[config.mk]
export PLATFORM = sky130hd
export DESIGN_NAME = vwac_top
export DESIGN_NICKNAME = d
export VERILOG_FILES = /design/src/design/vwac_pkg.sv /design/src/design/vwac_lane.sv /design/src/design/vwac_buf.sv /design/src/design/vwac_top.sv
export SDC_FILE = /design/constraint.sdc
export NUM_CORES = 1
export LEC_CHECK = 0
export BUFFER_PORTS_ARGS = -buffer_cell sky130_fd_sc_hd__buf_2
export CORE_UTILIZATION = 23
export CTS_CLUSTER_SIZE = 10
export DETAILED_ROUTE_END_ITERATION = 10
export GPL_TIMING_DRIVEN = 0
export MAX_ROUTING_LAYER = met4
export SLEW_MARGIN = 20
export SYNTH_ARGS = -nofsm -noshare
export SYNTH_HDL_FRONTEND = slang
export SYNTH_SLANG_ARGS = --single-unit
export TNS_END_PERCENT = 50
[constraint.sdc]
create_clock -name clock_i -period 16.25 [get_ports clock_i]
set_clock_uncertainty 0.1 [all_clocks]
set_input_delay 3.25 -clock clock_i [delete_from_list [all_inputs] [get_ports clock_i]]
set_output_delay 3.25 -clock clock_i [all_outputs]
set_load 0.005 [all_outputs]
[src/design/vwac_pkg.sv]
// Shared constants for the variable-width adder and clip datapath.
package vwac_pkg;
	// Parameter store layout.
	localparam int PRM_COUNT = 23;
	localparam logic [4:0] ADDR_SHIFT_A = 5'h0d;
	localparam logic [4:0] ADDR_SHIFT_B = 5'h0e;
	localparam logic [4:0] ADDR_FORMAT = 5'h0f;
	localparam logic [4:0] ADDR_RND_CLIP = 5'h10;
	localparam logic [4:0] ADDR_QUIET = 5'h15;
	localparam logic [4:0] ADDR_WIDTH_MODE = 5'h16;
	localparam logic [4:0] ADDR_LAST = 5'h16;
	localparam logic [3:0] PRM_RST = 4'h0;
	// Field positions inside the parameter nibbles.
	localparam int BIT_FMT_A = 0;
	localparam int BIT_FMT_B = 1;
	localparam int BIT_TRUNC_A = 0;
	localparam int BIT_TRUNC_B = 1;
	localparam int BIT_CLIP_A = 2;
	localparam int BIT_CLIP_B = 3;
	localparam int BIT_QUIET_D = 2;
	localparam int BIT_QUIET_E = 3;
	localparam int BIT_WIDTH_EN = 0;
	// Datapath widths.
	localparam logic [4:0] W_NORMAL = 5'h10;
	localparam logic [4:0] W_WIDE = 5'h14;
	localparam logic [4:0] W_NARROW = 5'h0c;
	localparam logic [2:0] SHIFT_MAX = 3'h4;
	// Adder operation codes from the control pins.
	localparam logic [1:0] OP_ADD = 2'h0;
	localparam logic [1:0] OP_CONV = 2'h1;
	localparam logic [1:0] OP_FEED = 2'h2;
	localparam logic [1:0] OP_ZERO = 2'h3;
	// Counts of cycles.
	localparam logic [4:0] EXT_LOAD_EDGE = 5'h0f;
	localparam logic [4:0] EXT_CNT_STOP = 5'h10;
	localparam int RESET_MIN_CYCLES = 4;
	// Synchroniser reset value: select and strobes idle high, everything else low.
	localparam logic [12:0] SYNC_RST = 13'h0007;
endpackage

[src/design/vwac_lane.sv]
// One adder lane: bus conversion, add, variable rounding shift and clip.
`timescale 1ns/100ps
module vwac_lane (
	input wire logic [15:0] conv_i,
	input wire logic [19:0] feed_i,
	input wire logic [4:0] feed_w_i,
	input wire logic [4:0] width_i,
	input wire logic signed_i,
	input wire logic [1:0] op_i,
	input wire logic [2:0] shift_i,
	input wire logic trunc_i,
	input wire logic clip_i,
	output logic [19:0] res_o
);
	// Extend the low w bits of x to 24 bits, by sign or by zero.
	function automatic logic signed [23:0] vwac_ext(input logic [19:0] x, input logic [4:0] w,
		input logic sgn);
		logic [23:0] m;
		logic [23:0] v;
		m = (24'h1 << w) - 24'h1;
		v = {4'h0, x} & m;
		if (sgn && x[w - 5'h1]) begin
			v = v | ~m;
		end
		return signed'(v);
	endfunction

	// Upper or lower limit of a w-bit range.
	function automatic logic signed [23:0] vwac_bound(input logic [4:0] w, input logic sgn,
		input logic hi);
		logic signed [23:0] one;
		one = 24'sh1;
		if (sgn) begin
			return hi ? (one <<< (w - 5'h1)) - one : -(one <<< (w - 5'h1));
		end
		return hi ? (one <<< w) - one : 24'sh0;
	endfunction

	localparam logic [4:0] W_CONV = vwac_pkg::W_NORMAL;

	logic signed [23:0] a_s;
	logic signed [23:0] b_s;
	logic signed [23:0] sum_s;
	logic signed [23:0] sat_s;
	logic signed [23:0] rnd_s;
	logic signed [23:0] sh_s;
	logic signed [23:0] cl_s;
	logic [4:0] lim_w;
	logic ovf_hi;

	// Conversion output is always 16 bits; both operands join at bit zero.
	always_comb begin
		a_s = vwac_ext({4'h0, conv_i}, W_CONV, signed_i);
		b_s = vwac_ext(feed_i, feed_w_i, signed_i);
		unique case (op_i)
			vwac_pkg::OP_ADD: sum_s = a_s + b_s;
			vwac_pkg::OP_CONV: sum_s = a_s;
			vwac_pkg::OP_FEED: sum_s = b_s;
			vwac_pkg::OP_ZERO: sum_s = 24'sh0;
		endcase
		// An add that leaves the lane width saturates before the shift.
		sat_s = sum_s;
		ovf_hi = 1'b0;
		if (sum_s > vwac_bound(width_i, signed_i, 1'b1)) begin
			sat_s = vwac_bound(width_i, signed_i, 1'b1);
			ovf_hi = 1'b1;
		end else if (sum_s < vwac_bound(width_i, signed_i, 1'b0)) begin
			sat_s = vwac_bound(width_i, signed_i, 1'b0);
		end
		// Rounding adds one at bit n, counting the LSB as one.
		rnd_s = (shift_i != 3'h0 && !trunc_i) ? (24'sh1 <<< 3'(shift_i - 3'h1)) : 24'sh0;
		sh_s = (sat_s + rnd_s) >>> shift_i;
		// Clip against what still fits the lane width once shifted back.
		lim_w = width_i - {2'h0, shift_i};
		cl_s = sh_s;
		if (clip_i && sh_s > vwac_bound(lim_w, signed_i, 1'b1)) begin
			cl_s = vwac_bound(lim_w, signed_i, 1'b1);
		end else if (clip_i && sh_s < vwac_bound(lim_w, signed_i, 1'b0)) begin
			cl_s = vwac_bound(lim_w, signed_i, 1'b0);
		end
		// An add overflow must end at the top of the range; without this, rounding would lift it past clip-off.
		if (ovf_hi) begin
			cl_s = vwac_bound(lim_w, signed_i, 1'b1);
		end
		res_o = cl_s[19:0];
	end
endmodule

[src/design/vwac_buf.sv]
// Two-entry skid buffer with registered outputs.
`timescale 1ns/100ps
module vwac_buf #(
	parameter int WIDTH = 32
) (
	input wire logic clock_i,
	input wire logic srst_i,
	input wire logic in_valid_i,
	output logic in_ready_o,
	input wire logic [WIDTH-1:0] in_data_i,
	output logic out_valid_o,
	input wire logic out_ready_i,
	output logic [WIDTH-1:0] out_data_o
);
	logic out_valid_q, out_valid_d, skid_valid_q, skid_valid_d;
	logic in_ready_q, in_ready_d;
	logic [WIDTH-1:0] out_data_q, out_data_d, skid_q, skid_d;

	// The second entry catches the word accepted in the stall cycle, so ready can be registered.
	always_comb begin
		out_valid_d = out_valid_q;
		out_data_d = out_data_q;
		skid_valid_d = skid_valid_q;
		skid_d = skid_q;
		if (out_ready_i || !out_valid_q) begin
			if (skid_valid_q) begin
				out_data_d = skid_q;
				out_valid_d = 1'b1;
				skid_valid_d = 1'b0;
			end else begin
				out_valid_d = in_valid_i;
				out_data_d = in_valid_i ? in_data_i : out_data_q;
			end
		end else if (in_valid_i && !skid_valid_q) begin
			skid_d = in_data_i;
			skid_valid_d = 1'b1;
		end
		// Ready is kept in its own flop so the port comes straight from a register.
		in_ready_d = !skid_valid_d;
	end

	// Register stage.
	always_ff @(posedge clock_i) begin
		if (srst_i) begin
			out_valid_q <= 1'b0;
			skid_valid_q <= 1'b0;
			in_ready_q <= 1'b1;
			out_data_q <= '0;
			skid_q <= '0;
		end else begin
			out_valid_q <= out_valid_d;
			skid_valid_q <= skid_valid_d;
			in_ready_q <= in_ready_d;
			out_data_q <= out_data_d;
			skid_q <= skid_d;
		end
	end

	assign in_ready_o = in_ready_q;
	assign out_valid_o = out_valid_q;
	assign out_data_o = out_data_q;
endmodule

[src/design/vwac_top.sv]
// Variable-width adder and clip output datapath with its parameter store.
`timescale 1ns/100ps
// Overview of operation
// - Conversion inputs always 16 bits, same both modes.
// - Normal mode: both adders work at 16 bits.
// - Width mode: adder A works at 20 bits.
// - Width mode: adder B clipped to 12 bits.
// - Shift, round, clip follow each adder width.
// - Operands join the adders at bit zero.
// - Width mismatch extended by sign or zero.
// - Quiet masks act on wide and narrow inputs.
// - Overflow detection at 20 and 12 bits.
// - Unsigned clip to largest value, else pass overflow.
// - Addition overflow before shift saturates at the limit it passed, top or bottom.
// - Signed: top bit is sign, overflow there.
// - Rounding adds one at bit n.
// - Bus conversion ahead of each adder.
// - Write captured when select or store rises.
// - Read data driven only while both low.
// - External load samples data at 16th edge.
// - Width mode maps wide ports across A and B.
// - Width mode enabled by address 16 bit 0.
// - Format bit: zero signed, one unsigned.
module vwac_top (
	input wire logic clock_i,
	input wire logic srst_i,
	input wire logic cs_n_i,
	input wire logic store_n_i,
	input wire logic fetch_n_i,
	input wire logic [4:0] addr_i,
	input wire logic [3:0] wdata_i,
	output logic [3:0] rdata_o,
	output logic rdata_oe_o,
	input wire logic external_param_load_mode_i,
	input wire logic [91:0] ext_param_data_i,
	input wire logic [15:0] conv_a_i,
	input wire logic [15:0] conv_b_i,
	input wire logic [15:0] input_port_d_i,
	input wire logic [15:0] input_port_e_i,
	input wire logic [1:0] adder_a_ctl_i,
	input wire logic [1:0] adder_b_ctl_i,
	input wire logic shift_en_i,
	input wire logic in_valid_i,
	output logic in_ready_o,
	output logic [15:0] output_port_a_o,
	output logic [15:0] output_port_b_o,
	output logic out_valid_o,
	input wire logic out_ready_i
);
	////////////////////////////////////////////////////////////////////////////////
	// Pin synchronisers and glitch filter.

	logic [12:0] pins;
	logic [12:0] s1_q, s2_q, s3_q, filt_q, filt_d;

	assign pins = {external_param_load_mode_i, wdata_i, addr_i, fetch_n_i, store_n_i, cs_n_i};

	// A bit of the filter only moves once the second and third stages agree.
	always_comb begin
		for (int i = 0; i < 13; i++) begin
			filt_d[i] = (s2_q[i] == s3_q[i]) ? s3_q[i] : filt_q[i];
		end
	end

	// Three synchroniser flops and a filter flop per pin; the first stage feeds only the second.
	always_ff @(posedge clock_i) begin
		if (srst_i) begin
			s1_q <= vwac_pkg::SYNC_RST;
			s2_q <= vwac_pkg::SYNC_RST;
			s3_q <= vwac_pkg::SYNC_RST;
			filt_q <= vwac_pkg::SYNC_RST;
		end else begin
			s1_q <= pins;
			s2_q <= s1_q;
			s3_q <= s2_q;
			filt_q <= filt_d;
		end
	end

	logic cs_n_f, store_n_f, fetch_n_f, ext_mode_f;
	logic [4:0] addr_f;
	logic [3:0] wdata_f;
	assign {ext_mode_f, wdata_f, addr_f, fetch_n_f, store_n_f, cs_n_f} = filt_q;

	////////////////////////////////////////////////////////////////////////////////
	// Parameter store, host strobes and external load.

	logic [3:0] prm_q [vwac_pkg::PRM_COUNT];
	logic [3:0] prm_d [vwac_pkg::PRM_COUNT];
	logic wr_act, rd_act, wr_act_q, wr_act_d, ext_load;
	logic [4:0] addr_h_q, addr_h_d, cnt_q, cnt_d;
	logic [3:0] data_h_q, data_h_d, rdata_q, rdata_d;
	logic rdata_oe_q, rdata_oe_d;

	assign wr_act = !cs_n_f && !store_n_f;
	assign rd_act = !cs_n_f && !fetch_n_f;
	assign ext_load = ext_mode_f && (cnt_q == vwac_pkg::EXT_LOAD_EDGE);

	// Address and data follow the pins while the write is open, are held once it closes, and are committed when either strobe rises.
	// An external load in the same cycle overrides a host write.
	always_comb begin
		wr_act_d = wr_act;
		addr_h_d = wr_act ? addr_f : addr_h_q;
		data_h_d = wr_act ? wdata_f : data_h_q;
		cnt_d = (cnt_q == vwac_pkg::EXT_CNT_STOP) ? cnt_q : cnt_q + 5'h1;
		for (int i = 0; i < vwac_pkg::PRM_COUNT; i++) begin
			prm_d[i] = prm_q[i];
		end
		if (wr_act_q && !wr_act && addr_h_q <= vwac_pkg::ADDR_LAST) begin
			prm_d[addr_h_q] = data_h_q;
		end
		if (ext_load) begin
			for (int i = 0; i < vwac_pkg::PRM_COUNT; i++) begin
				prm_d[i] = ext_param_data_i[4*i +: 4];
			end
		end
		// Read data is driven only while both strobes are low; unmapped reads give zero.
		rdata_oe_d = rd_act;
		rdata_d = (rd_act && addr_f <= vwac_pkg::ADDR_LAST) ? prm_q[addr_f] : 4'h0;
	end

	// Every parameter is zero after reset.
	always_ff @(posedge clock_i) begin
		if (srst_i) begin
			for (int i = 0; i < vwac_pkg::PRM_COUNT; i++) begin
				prm_q[i] <= vwac_pkg::PRM_RST;
			end
			wr_act_q <= 1'b0;
			addr_h_q <= 5'h00;
			data_h_q <= 4'h0;
			cnt_q <= 5'h00;
			rdata_q <= 4'h0;
			rdata_oe_q <= 1'b0;
		end else begin
			for (int i = 0; i < vwac_pkg::PRM_COUNT; i++) begin
				prm_q[i] <= prm_d[i];
			end
			wr_act_q <= wr_act_d;
			addr_h_q <= addr_h_d;
			data_h_q <= data_h_d;
			cnt_q <= cnt_d;
			rdata_q <= rdata_d;
			rdata_oe_q <= rdata_oe_d;
		end
	end

	assign rdata_o = rdata_q;
	assign rdata_oe_o = rdata_oe_q;

	////////////////////////////////////////////////////////////////////////////////
	// Parameter decode.

	logic width_mode_enable, signed_a, signed_b;
	logic [2:0] shift_a, shift_b;
	logic [4:0] width_a, width_b, feed_w_a, feed_w_b;

	// Shift codes five to seven are outside the legal range and are held at four; bit 3 of the code is ignored.
	function automatic logic [2:0] vwac_shift(input logic [3:0] code, input logic en);
		logic [2:0] s;
		s = code[2:0];
		if (s > vwac_pkg::SHIFT_MAX) begin
			s = vwac_pkg::SHIFT_MAX;
		end
		return en ? s : 3'h0;
	endfunction

	assign width_mode_enable = prm_q[vwac_pkg::ADDR_WIDTH_MODE][vwac_pkg::BIT_WIDTH_EN];
	assign signed_a = !prm_q[vwac_pkg::ADDR_FORMAT][vwac_pkg::BIT_FMT_A];
	assign signed_b = !prm_q[vwac_pkg::ADDR_FORMAT][vwac_pkg::BIT_FMT_B];
	assign shift_a = vwac_shift(prm_q[vwac_pkg::ADDR_SHIFT_A], shift_en_i);
	assign shift_b = vwac_shift(prm_q[vwac_pkg::ADDR_SHIFT_B], shift_en_i);
	// Lane widths set overflow detection, feed extension and clip points.
	assign width_a = width_mode_enable ? vwac_pkg::W_WIDE : vwac_pkg::W_NORMAL;
	assign width_b = width_mode_enable ? vwac_pkg::W_NARROW : vwac_pkg::W_NORMAL;
	assign feed_w_a = width_a;
	assign feed_w_b = width_b;

	////////////////////////////////////////////////////////////////////////////////
	// Input port mapping and quiet masks.

	logic [19:0] wide_input_d, feed_a, feed_b;
	logic [11:0] narrow_input_e;
	logic [15:0] port_d_m, port_e_m;
	logic quiet_mask_port_d, quiet_mask_port_e;

	assign quiet_mask_port_d = prm_q[vwac_pkg::ADDR_QUIET][vwac_pkg::BIT_QUIET_D];
	assign quiet_mask_port_e = prm_q[vwac_pkg::ADDR_QUIET][vwac_pkg::BIT_QUIET_E];

	// In width mode the masks follow the wide and narrow ports, not the pins.
	always_comb begin
		port_d_m = quiet_mask_port_d ? 16'h0000 : input_port_d_i;
		port_e_m = quiet_mask_port_e ? 16'h0000 : input_port_e_i;
		wide_input_d = {input_port_e_i[15:12], input_port_d_i};
		narrow_input_e = input_port_e_i[11:0];
		if (quiet_mask_port_d) begin
			wide_input_d = 20'h00000;
		end
		if (quiet_mask_port_e) begin
			narrow_input_e = 12'h000;
		end
		feed_a = width_mode_enable ? wide_input_d : {4'h0, port_d_m};
		feed_b = width_mode_enable ? {8'h00, narrow_input_e} : {4'h0, port_e_m};
	end

	////////////////////////////////////////////////////////////////////////////////
	// Adder lanes.

	logic [19:0] wide_output_a, narrow_output_b;

	vwac_lane u_lane_a (
		.conv_i(conv_a_i),
		.feed_i(feed_a),
		.feed_w_i(feed_w_a),
		.width_i(width_a),
		.signed_i(signed_a),
		.op_i(adder_a_ctl_i),
		.shift_i(shift_a),
		.trunc_i(prm_q[vwac_pkg::ADDR_RND_CLIP][vwac_pkg::BIT_TRUNC_A]),
		.clip_i(prm_q[vwac_pkg::ADDR_RND_CLIP][vwac_pkg::BIT_CLIP_A]),
		.res_o(wide_output_a)
	);

	vwac_lane u_lane_b (
		.conv_i(conv_b_i),
		.feed_i(feed_b),
		.feed_w_i(feed_w_b),
		.width_i(width_b),
		.signed_i(signed_b),
		.op_i(adder_b_ctl_i),
		.shift_i(shift_b),
		.trunc_i(prm_q[vwac_pkg::ADDR_RND_CLIP][vwac_pkg::BIT_TRUNC_B]),
		.clip_i(prm_q[vwac_pkg::ADDR_RND_CLIP][vwac_pkg::BIT_CLIP_B]),
		.res_o(narrow_output_b)
	);

	////////////////////////////////////////////////////////////////////////////////
	// Output port mapping and skid buffer.

	logic [31:0] out_word, buf_word;

	// The top four bits of the wide result borrow the upper nibble of port B.
	assign out_word = width_mode_enable ?
		{wide_output_a[15:0], wide_output_a[19:16], narrow_output_b[11:0]} :
		{wide_output_a[15:0], narrow_output_b[15:0]};

	vwac_buf #(.WIDTH(32)) u_buf (
		.clock_i(clock_i),
		.srst_i(srst_i),
		.in_valid_i(in_valid_i),
		.in_ready_o(in_ready_o),
		.in_data_i(out_word),
		.out_valid_o(out_valid_o),
		.out_ready_i(out_ready_i),
		.out_data_o(buf_word)
	);

	assign output_port_a_o = buf_word[31:16];
	assign output_port_b_o = buf_word[15:0];
endmodule

# --- Yosys cells after proc, flatten, opt, wreduce, memory -nomap -nowiden ---
# Memories as Yosys holds them, arrays and structs flattened. A register that Yosys moved wholly into a read port is not among the register bits.
# Cells that the tools add are included.
word_totals:
  register_bits: 135
  mem_bits_rw: 92
  inputBits: 178
  out_inout_bits: 39
  wordCells: 298
  memories: 1
memory_table:
  columns: ["memory", "words", "width", "read_ports", "rd_clocked_by_memory_dff", "write_ports", "line_no", "rtl"]
  rows:
  - ["prm_q", 23, 4, 24, 1, 23, "vwac_top.sv:88", "logic [3:0] prm_q [vwac_pkg::PRM_COUNT];"]
classes:
  add_sub_neg: 27
  magnitude_cmp: 16
  eq_ne: 21
  shift: 14
  muxes: 123
  bitwise: 32
  n_reduce_logical: 38
op_table:
  columns: ["cell", "n"]
  rows:
  - ["24-bit two-way mux", 32]
  - ["24-bit case mux with 4 select lines", 2]
  - ["2-bit by 5-bit <<< shifter with 24-bit output, first input constant", 8]
  - ["24-bit by 2-bit subtractor with 24-bit output, second input constant", 8]
  - ["92-bit two-way mux", 2]
  - ["20-bit two-way mux", 9]
  - ["16-bit two-way mux", 11]
  - ["24-bit adder", 4]
  - ["24-bit > comparator", 4]
  - ["24-bit less-than comparator", 4]
  - ["4-bit two-way mux", 24]
  - ["24-bit negation", 4]
  - ["92-bit bitwise mux", 1]
  - ["32-bit two-way mux", 2]
  - ["24-bit inverter", 2]
  - ["24-bit OR", 2]
  - ["1-bit by 5-bit left shift with 24-bit output, first input constant", 2]
  - ["2-bit by 3-bit <<< shifter with 24-bit output, first input constant", 2]
  - ["24-bit by 3-bit >>> shifter with 24-bit output", 2]
  - ["24-bit by 1-bit subtractor with 24-bit output, second input constant", 2]
  - ["1-bit two-way mux", 30]
  - ["16-bit by 24-bit AND with 24-bit output", 1]
  - ["20-bit by 24-bit AND with 24-bit output", 1]
  - ["1-bit OR", 23]
  - ["29 further kinds", 89]

# --- Logic depth before layout (Yosys ltp) ---
# Gate-level depths: netlist (run 1).
# An unclocked memory read counts as a cell.
logic_depth:
  depth_word: 37
  mapped_depth: 62
  ltp_nobuf: 57

# --- By module ---
# Synthesis (run 1) repeated with hierarchy kept, for this count alone.
unflattened:
  hier_cells: 4557
  hier_area_um2: 32981.6
modules_own_cells:
  columns: ["module", "instances", "cells_per_inst", "area_each_um2", "seq_area_each_um2"]
  rows:
  - ["vwac_lane (u_lane_b)", 1, 1772, 11569.8, 0.0]
  - ["vwac_lane (u_lane_a)", 1, 1667, 10908.0, 0.0]
  - ["vwac_top", 1, 819, 7669.9, 3283.1]
  - ["vwac_buf", 1, 299, 2834.0, 1341.3]

# --- Worst setup path after synthesis (run 1) ---
# Ideal clock, no wire load.
synth_timing:
  path_kind: "in2reg"
  startpoint: "input input_port_d_i[9]"
  endpoint: "register u_buf.skid_q[22]"
  setup_ns: 0.117
  arrival_time_ns: 12.970
  required_time_ns: 16.033
  path_slack_ns: 3.063
  path_stages: 56
  n_path_buf: 6
  path_cell_list: "nor2b_1 > ha_1 > buf_2 > a21o_1 > a221o_1 > a211oi_1 > a211oi_1 > o31a_1 > o211ai_1 > nand2_1 > xor2_1 > nor2_1 > nor2_1 > ha_1 > nand4_1 > nor4_1 > nand4b_1 > or3_1 > (+20 left out) > a21boi_0 > inv_1 > ha_1 > nor2b_1 > o21ai_0 > nand2b_1 > a21oi_1 > nor2b_1 > o21ai_0 > nand3_1 > nor2_1 > o211ai_1 > nand2_1 > clkbuf_1 > clkbuf_1 > o21ai_0 > a31oi_1 > nor2_1"
synth_via:
  elab_chain_len: 18
  elab_cells_between_ends: 25
  cone_classes: "2 x add/sub; 4 x order compare; 1 x shift; 13 x mux; 2 x bitwise; 3 x reduce/logical"
synth_lines:
  columns: ["element", "line_no", "rtl"]
  rows:
  - ["start, declared", "vwac_top.sv:38", "input wire logic [15:0] input_port_d_i,"]
  - ["16-bit two-way mux / 20-bit two-way mux (equally long branches)", "vwac_top.sv:191, vwac_top.sv:195", null]
  - ["20-bit two-way mux *", "vwac_top.sv:201", "feed_a = width_mode_enable ? wide_input_d : {4'h0, port_d_m};"]
  - ["1-bit binary-select mux with 5-bit select", "vwac_lane.sv:22", "if (sgn && x[w - 5'h1]) begin"]
  - ["1-bit two-way mux (not written as such)", "vwac_lane.sv:22", null]
  - ["1-bit logical AND", "vwac_lane.sv:22", null]
  - ["24-bit two-way mux *", "vwac_lane.sv:22", null]
  - ["24-bit adder", "vwac_lane.sv:56", "vwac_pkg::OP_ADD: sum_s = a_s + b_s;"]
  - ["24-bit case mux with 4 select lines *", "vwac_lane.sv:55", "unique case (op_i)"]
  - ["(+2 left out)", null, null]
  - ["24-bit two-way mux", "vwac_lane.sv:64", "if (sum_s > vwac_bound(width_i, signed_i, 1'b1)) begin"]
  - ["24-bit adder", "vwac_lane.sv:72", "sh_s = (sat_s + rnd_s) >>> shift_i;"]
  - ["24-bit by 3-bit >>> shifter with 24-bit output", "vwac_lane.sv:72", null]
  - ["24-bit less-than comparator", "vwac_lane.sv:78", "end else if (clip_i && sh_s < vwac_bound(lim_w, signed_i, 1'b0)) begin"]
  - ["1-bit logical AND", "vwac_lane.sv:78", null]
  - ["20-bit two-way mux", "vwac_lane.sv:78", null]
  - ["20-bit two-way mux", "vwac_lane.sv:76", "if (clip_i && sh_s > vwac_bound(lim_w, signed_i, 1'b1)) begin"]
  - ["20-bit two-way mux *", "vwac_lane.sv:82", "if (ovf_hi) begin"]
  - ["end signal, assigned", "vwac_buf.sv:55", "skid_q <= skid_d;"]
  - ["end, declared", "vwac_buf.sv:17", "logic [WIDTH-1:0] out_data_q, out_data_d, skid_q, skid_d;"]
# Mark *: on every way between the ends. The rest lies on a longest branch, timed or not. The select of a mux whose other input is x is not followed.
# A chain may end at the register's enable or synchronous reset.

# --- Final worst setup path (run 1) ---
layout_timing:
  startpoint: "input input_port_e_i[0]"
  endpoint: "register u_buf.skid_q[13]"
layout_via:
  elab_chain_len: 19
  elab_cells_between_ends: 26
  cone_classes: "2 x add/sub; 4 x order compare; 1 x shift; 14 x mux; 2 x bitwise; 3 x reduce/logical"
layout_lines:
  columns: ["element", "line_no", "rtl"]
  rows:
  - ["start, declared", "vwac_top.sv:39", "input wire logic [15:0] input_port_e_i,"]
  - ["16-bit two-way mux / 12-bit two-way mux (equally long branches)", "vwac_top.sv:192, vwac_top.sv:198", null]
  - ["16-bit two-way mux *", "vwac_top.sv:202", "feed_b = width_mode_enable ? {8'h00, narrow_input_e} : {4'h0, port_e_m};"]
  - ["1-bit binary-select mux with 5-bit select", "vwac_lane.sv:22", null]
  - ["1-bit two-way mux (not written as such)", "vwac_lane.sv:22", null]
  - ["1-bit logical AND", "vwac_lane.sv:22", null]
  - ["24-bit two-way mux *", "vwac_lane.sv:22", null]
  - ["24-bit adder", "vwac_lane.sv:56", null]
  - ["24-bit case mux with 4 select lines *", "vwac_lane.sv:55", null]
  - ["(+3 left out)", null, null]
  - ["24-bit adder", "vwac_lane.sv:72", null]
  - ["24-bit by 3-bit >>> shifter with 24-bit output", "vwac_lane.sv:72", null]
  - ["24-bit less-than comparator", "vwac_lane.sv:78", null]
  - ["1-bit logical AND", "vwac_lane.sv:78", null]
  - ["16-bit two-way mux", "vwac_lane.sv:78", null]
  - ["16-bit two-way mux", "vwac_lane.sv:76", null]
  - ["16-bit two-way mux *", "vwac_lane.sv:82", null]
  - ["16-bit two-way mux *", "vwac_top.sv:242", "assign out_word = width_mode_enable ?"]
# Marked as above.

==> results of run 1 <==
## routing by layer
layer	up-vias	part of all wire	wire (µm)	GRT usage
li1	13500	-	-	-
met1	13600	0.43	45900	0.247
met2	1419	0.46	48500	0.305
met3	187	0.082	8770	0.0236
met4	0	0.031	3330	0.0524
met5	-	0	0	-
## registers in the layout, indices dropped and copies added, names as in the netlist
signal and cells:
cnt_q 5, u_buf.out_data_o 32, addr_h_q 5, s3_q 13, u_buf.out_valid_o 1, u_buf.skid_valid_q 1, data_h_q 4, rdata_oe_o 1
u_buf.skid_q 32, s1_q 13, prm_q 92, wr_act_q 1, s2_q 13, filt_q 13, u_buf.in_ready_o 1, rdata_o 4
## power breakdown
group          internal (W)  switching (W)
Sequential         0.000586      0.0000103
Clock              0.000329       0.000241
Combinational      0.000245       0.000453
Total               0.00116       0.000705
## worst max-delay path by stage
stage | startpoint | endpoint | slack [ps] | cells after the start
after floorplan | input_port_d_i[9] | u_buf.skid_q[22] | 3060 | 56
after global placement | input_port_d_i[9] | u_buf.out_data_o[16] | -180 | 55
after detailed placement | input_port_d_i[9] | u_buf.out_data_o[16] | -70 | 55
after CTS | input_port_d_i[9] | u_buf.out_data_o[21] | 450 | 55
after global routing | input_port_d_i[9] | u_buf.out_data_o[27] | 170 | 54
final | input_port_e_i[0] | u_buf.skid_q[13] | 1000 | 49
## worst reg2reg max path, delay by kind of cell (launching register included)
family                     cells  cell delay, ps
AOI/OAI and AO/OA             17            4290
muxes                          2             350
adders and majority gates      4            1300
and+or+nand+nor               23            4580
xor gates and xnor gates       2             330
buffers and inverters          6            2460
DFF                            1             700
## through the flow
| step | hold slack (ps) | cell area, µm² |
|---|---|---|
| floorplan | 289 | 24900 |
| global placement | 295 | 27800 |
| detailed placement | 295 | 27800 |
| CTS | 308 | 28600 |
| global route | 330 | 28600 |
| finish | 307 | 28600 |
## logic make-up after synthesis
| logic type | Yosys count |
|---|---|
| and+or+nand+nor | 1263 |
| AOI/OAI and AO/OA | 1215 |
| buffers and inverters | 371 |
| DFF | 231 |
| adders and majority gates | 213 |
| muxes | 119 |
| xor gates and xnor gates | 70 |
| other | 1 |
## layout make-up
class,count,area (µm²)
clock inverters,3,55.1
fillers,11800,78700
diodes,2,5.00
plain buffers,224,890
inverters,145,544
flip-flops and latches,231,4620
multi-input cells,2883,18900
well taps,1403,1760
clock buffers,34,733
repair buffers,214,1070
## placed cells by master, fill, tap and decap left out, types with 91 or more instances in the layout
cell type,count
mux2i_1,91
o21ai_0,245
nor2b_1,101
buf_2,229
a21oi_1,285
nor3_1,94
nor2_1,290
clkbuf_1,194
ha_1,208
nand2_1,372
inv_1,140
dfxtp_1,231
==> summary.txt, run 1 <==
Routing
  – Iteration-0 DRC Markers: slightly below 3,000
  – Via count: between 20,000 and 30,000
  – Detailed Route WL: roughly 110,000 µm
  – DR WL/cell: 20.7 µm
  – Pre-Repair DR Iteration Count: 5
  – Detailed-route vias per instance: ~5.6
  – ANT nets after route: 0
  – Residual DRC count: 0

Yosys
  – Register area share after synthesis: 0.185
  – Mapped Cells: ~3,500
  – Main combinational cell family by area after synthesis: compound AO/OA/AOI/OAI gates
  – Synthesized area per cell: about 7 µm²
  – Post-synth top cells: nand2_1 (372), nor2_1 (290), a21oi_1 (285), o21ai_0 (246), dfxtp_1 (231)
  – Compound-Gate Fraction of Synth Area: 0.321
  – Multiplexer share of the synthesized area: 0.0552
  – Async set-reset flop share out of synthesis: 0
  – Yosys top cell area share: 0.185
  – Yosys warns: 0
  – Largest area contributor in the netlist: dfxtp_1
  – Post-synth EDFFs: 0
  – Synth unique cells: roughly 110
  – Top-count cell post-synth: nand2_1
  – Most used DFF post-synth: dfxtp_1
  – Synth Area in Adders: 0.108
  – Simple-gate share of the synthesized area: 0.247
  – Synth top area cells: dfxtp_1 (19%), ha_1 (10%), a21oi_1 (5.7%)
  – Yosys reg bits: 231
  – Synthesized cell area: 24,900 µm²
  – Synth Area in XOR/XNOR: 0.0257

Worst setup path
  – CP Capture Type: flip-flop
  – Critical Path Most Common Cell: ha_1
  – CP Class: in2reg
  – Startpoint type of the worst setup path: primary input
  – Peak fanout along the critical path: 19
  – Worst path bufs/invs: 5
  – Kind of cell adding the most delay to the critical path: compound AO/OA/AOI/OAI gates
  – CP required: approximately 17,000 ps
  – Slowest stage cell, crit path: o311ai_1
  – Reg2reg end: u_buf.out_data_o[21]
  – CP peak stage delay: 650 ps
  – R2r setup slk: ~2000 ps
  – FF-to-FF path depth: 54
  – CP arrival: 15,600 ps
  – Worst r2r src: prm_q[21][2]

Global routing
  – Vias in the first global route: around 27,000
  – Initial antenna violation count: 6
  – Total grt overflow: 0
  – First-pass GRT wire length: around 160,000 µm
  – Total track usage: 0.189
  – Pin count of the biggest net entering global routing: 15

Clocking
  – Clock buffer count from CTS: 28
  – CTS tree: yes
  – Clk root buf: clkbuf_16
  – Skew-Pair Late Insertion Delay: ~560 ps
  – H-tree level count: 1
  – Setup bufs post-CTS: 0
  – Clock Pin Slew Worst Setup and Hold Paths: 60 ps
  – Post-CTS Resized: 0
  – Max Buffers Root-to-Sink: 3
  – Hold bufs inserted after CTS: 0
  – Clk sink count: 231

Timing
  – RSZ-0062 raised after global routing: false
  – Final Max Slew Viols: 0
  – Final period util: 0.939
  – Setup TNS: 0 ps
  – Crit path time final: 15,250 ps
  – Max_slew headroom: 0.229
  – Final setup margin: between 900 and 1000 ps
  – Worst Tran Pin Value: 1140 ps
  – Fin. Hold Viols: 0
  – Fmax: ~66 MHz
  – Final setup viols: 0

Pwr
  – Overall power: 0.00186 W
  – PwrDens: ~65 nW/µm²
  – Lkg Pwr: 10.9 nW
  – Peak VDD IR: approximately 73 µV

Floorplan
  – Die W: around 330 µm
  – IO Pins: about 220
  – Std-Cell Rows: 120
  – Die height: about 330 µm
  – Initial core utilization: 0.232
  – Core area: approximately 110,000 µm²
  – Die area: between 100,000 and 150,000 µm²

Hold path
  – HP Start: s1_q[2]
  – Worst hold stages: 1
  – End of the worst hold path: s2_q[2]
  – HP Class: reg2reg

Place
  – Placed insts: about 5,000
  – I/O Buffers: around 210
  – GPL Wtd Cong: ~0.99
  – Dpl ws: -73.6 ps
  – Post-DP HPWL: about 85,000 µm

Outcome
  – Status: completed

Finish
  – Share of cells above drive strength 1: 0.103
  – Layout Cells excl Fill: a little over 5,000
  – P&R area growth vs syn: 14.8%
  – Final cell utilization of the core: 0.267
  – Layout Nets: 4,118

Job
  – Max-cap violations: 0
(Power assumes the default switching activity.)
==> run 2: changes to the inputs <==
- CORE_UTILIZATION: 23 -> 30
- RECOVER_POWER: not set -> 25
- clock period: 16.25 -> 13.8 ns (I/O delays scaled with it)
==> run 2 against run 1 <==
  * Critical path depth is 13 higher
  * Clock-buffer cell count is 3 lower
  * Total power is 19% higher
  * Routed wire length is 1.0% lower
  * Register-to-register slack worse by 1100 ps
  * Sequential share of layout area is 0.075 points lower
  * Setup slack worse by 450 ps
  * First-iteration DRC count is 0.14% higher
  * Utilization is 8.4 points higher
  * Global-route usage is 5.4 points higher
  * Critical endpoint is now u_buf.out_data_o[19]
  * Largest cell class unchanged
==> summary.txt, run 2 (synthesis results as in run 1) <==
Finish
  – Fill cells: between 8,000 and 9,000
  – Share of cells above drive strength 1: 0.126
  – Most frequent cells in the layout: nand2_1 (370), nor2_1 (288), a21oi_1 (274), o21ai_0 (234), dfxtp_1 (231)
  – Commonest non-fill, non-tap cell in the layout: nand2_1
  – Layout Nets: just over 4,000
  – Max reg flops: slightly above 90
  – Reg with most FFs: prm_q
  – P&R area growth vs syn: 15.3%

Place
  – I/O Buffers: about 210
  – GPL Wtd Cong: roughly 1.0
  – Dpl ws: -2300 ps
  – Post-DP HPWL: roughly 84,000 µm

Global routing
  – Met1 usage: 0.316
  – Initial antenna violation count: 3
  – GR peak layer: met2
  – GR Util met2: 0.402
  – Pin count of the biggest net entering global routing: 16
  – Vias in the first global route: roughly 27,000
  – Total grt overflow: 0
  – Total track usage: 0.243
  – GRT met3 Usage: 0.0196
  – First-pass GRT wire length: between 150,000 and 200,000 µm

Clocking
  – H-tree level count: 1
  – Skew-Pair Late Insertion Delay: 570 ps
  – Max Buffers Root-to-Sink: 3
  – Clock buffer count from CTS: 28
  – Clk sink count: ~230
  – Hold bufs inserted after CTS: 0
  – Clk root buf: clkbuf_16
  – Clock Pin Slew Worst Setup and Hold Paths: around 50 ps
  – CTS tree: yes

Floorplan
  – Initial core utilization: 0.304
  – Die height: 290 µm
  – Std-Cell Rows: 105
  – Die W: slightly below 300 µm
  – Core area: 82,100 µm²
  – Die area: 84,300 µm²
  – IO Pins: between 200 and 250

Pwr
  – Int Pwr: about 0.0014 W
  – Comb pwr share: 0.390
  – Clk pwr share: 0.292
  – Overall power: ~0.0022 W
  – Lkg Pwr: roughly 11 nW
  – PwrDens: 77.2 nW/µm²
  – Peak VDD IR: 87.1 µV
  – Sequential Power Share: 0.317
  – Switching Fraction: 0.382
  – Switching power: roughly 0.00085 W

Timing
  – Final period util: 0.960
  – Final setup margin: about 550 ps
  – Final Max Slew Viols: 0
  – Final setup viols: 0
  – Fmax: between 70 and 80 MHz
  – Setup TNS: 0 ps
  – Max_slew headroom: 0.212
  – Crit path time final: 13,250 ps
  – Fin. Hold Viols: 0
  – Worst Tran Pin Value: between 1000 and 1500 ps

Routing
  – Detailed-route vias per instance: 5.94
  – ANT nets after route: 0
  – Residual DRC count: 0
  – Detailed Route WL: 105,000 µm
  – DR WL/cell: between 20 and 25 µm
  – Via count: 28,700
  – Pre-Repair DR Iteration Count: 6
  – Iteration-0 DRC Markers: 2,954

Hold path
  – HP Class: reg2reg

Worst setup path
  – Peak fanout along the critical path: 10
  – CP required: 14,160 ps
  – CP Capture Type: flip-flop
  – Slowest stage cell, crit path: fa_1
  – CP arrival: 13,600 ps
  – CP Class: in2reg
  – Startpoint type of the worst setup path: primary input
  – CP peak stage delay: 400 ps

Job
  – Max-cap violations: 0

Outcome
  – Status: completed
==> run 2: cell types whose count changed in the layout (fill, tap and decap cells not counted), sizes merged <==
cell,change
buf,+20
bufinv,-1
nand2,+1
clkinv,+3
diode,+2
clkbuf,-2
==> run 2: power groups by stage <==
stage          Clock [W]  Combinational (W)  Sequential, W
3_3_place_gp           0           0.000786       0.000719
4_1_cts         0.000653           0.000809       0.000705
6_report        0.000649           0.000867       0.000705
5_1_grt         0.000681           0.000939       0.000707
2_1_floorplan          0           0.000532       0.000715
3_5_place_dp           0           0.000790       0.000719
==> run 2: path summary, 6_finish.rpt <==
check / slack, ps / startpoint / endpoint / depth (start not counted)
worst max-delay path: 550 / input_port_d_i[9] / u_buf.out_data_o[19] / 62
worst min register to register: 310 / s1_q[2] / s2_q[2] / 1
worst min-delay path: 310 / s1_q[2] / s2_q[2] / 1
worst max register to register: 930 / prm_q[21][2] / u_buf.out_data_o[18] / 49
==> run 2: critical path, delay by kind of cell <==
kind                     cells  cell delay (ps)
AND/OR/NAND/NOR             20             2890
multiplexers                 1              140
XOR/XNOR                     2              310
adder cells (fa/ha/maj)      5             1540
buffers and inverters       11             1740
AO/OA/AOI/OAI               23             4230
==> run 2: repair_timing <==
action                                 4_1_cts  5_1_grt
cloned                                       0        1
setup endpoints to repair                   64       64
setup buffers                                3       18
endpoints found under the hold margin        0        0
pin swaps                                    3       18
resized for setup                           43       83
==> run 2: routing by layer <==
metal,up-vias,wire length (µm)
met4,0,3240
met1,13600,45600
met5,-,0
met2,1306,49000
met3,198,7430
li1,13600,-
==> run 2: final cells by class <==
type	count	area, µm²	area share
Buffer	225	927	0.0322
Multi-Input combinational cell	2884	19300	0.672
Clock buffer	31	712	0.0248
Clock inverter	5	53.8	0.00187
Sequential cell	231	4620	0.161
Inverter	145	544	0.0189
Timing Repair Buffer	234	1220	0.0425
Antenna cell	4	10.0	0.000348
Tap cell	1070	1340	0.0466
==> run 2: metrics by stage <==
stage / hold slack (ps) / area, µm² / instances / util
after global routing: 327 / 28800 / 4828 / 0.350
final: 307 / 28800 / 4829 / 0.350
after CTS: 310 / 28300 / 4807 / 0.345
after global placement: 295 / 27400 / 4768 / 0.333
after floorplan: 289 / 24900 / 3485 / -
after detailed placement: 297 / 27400 / 4768 / 0.333
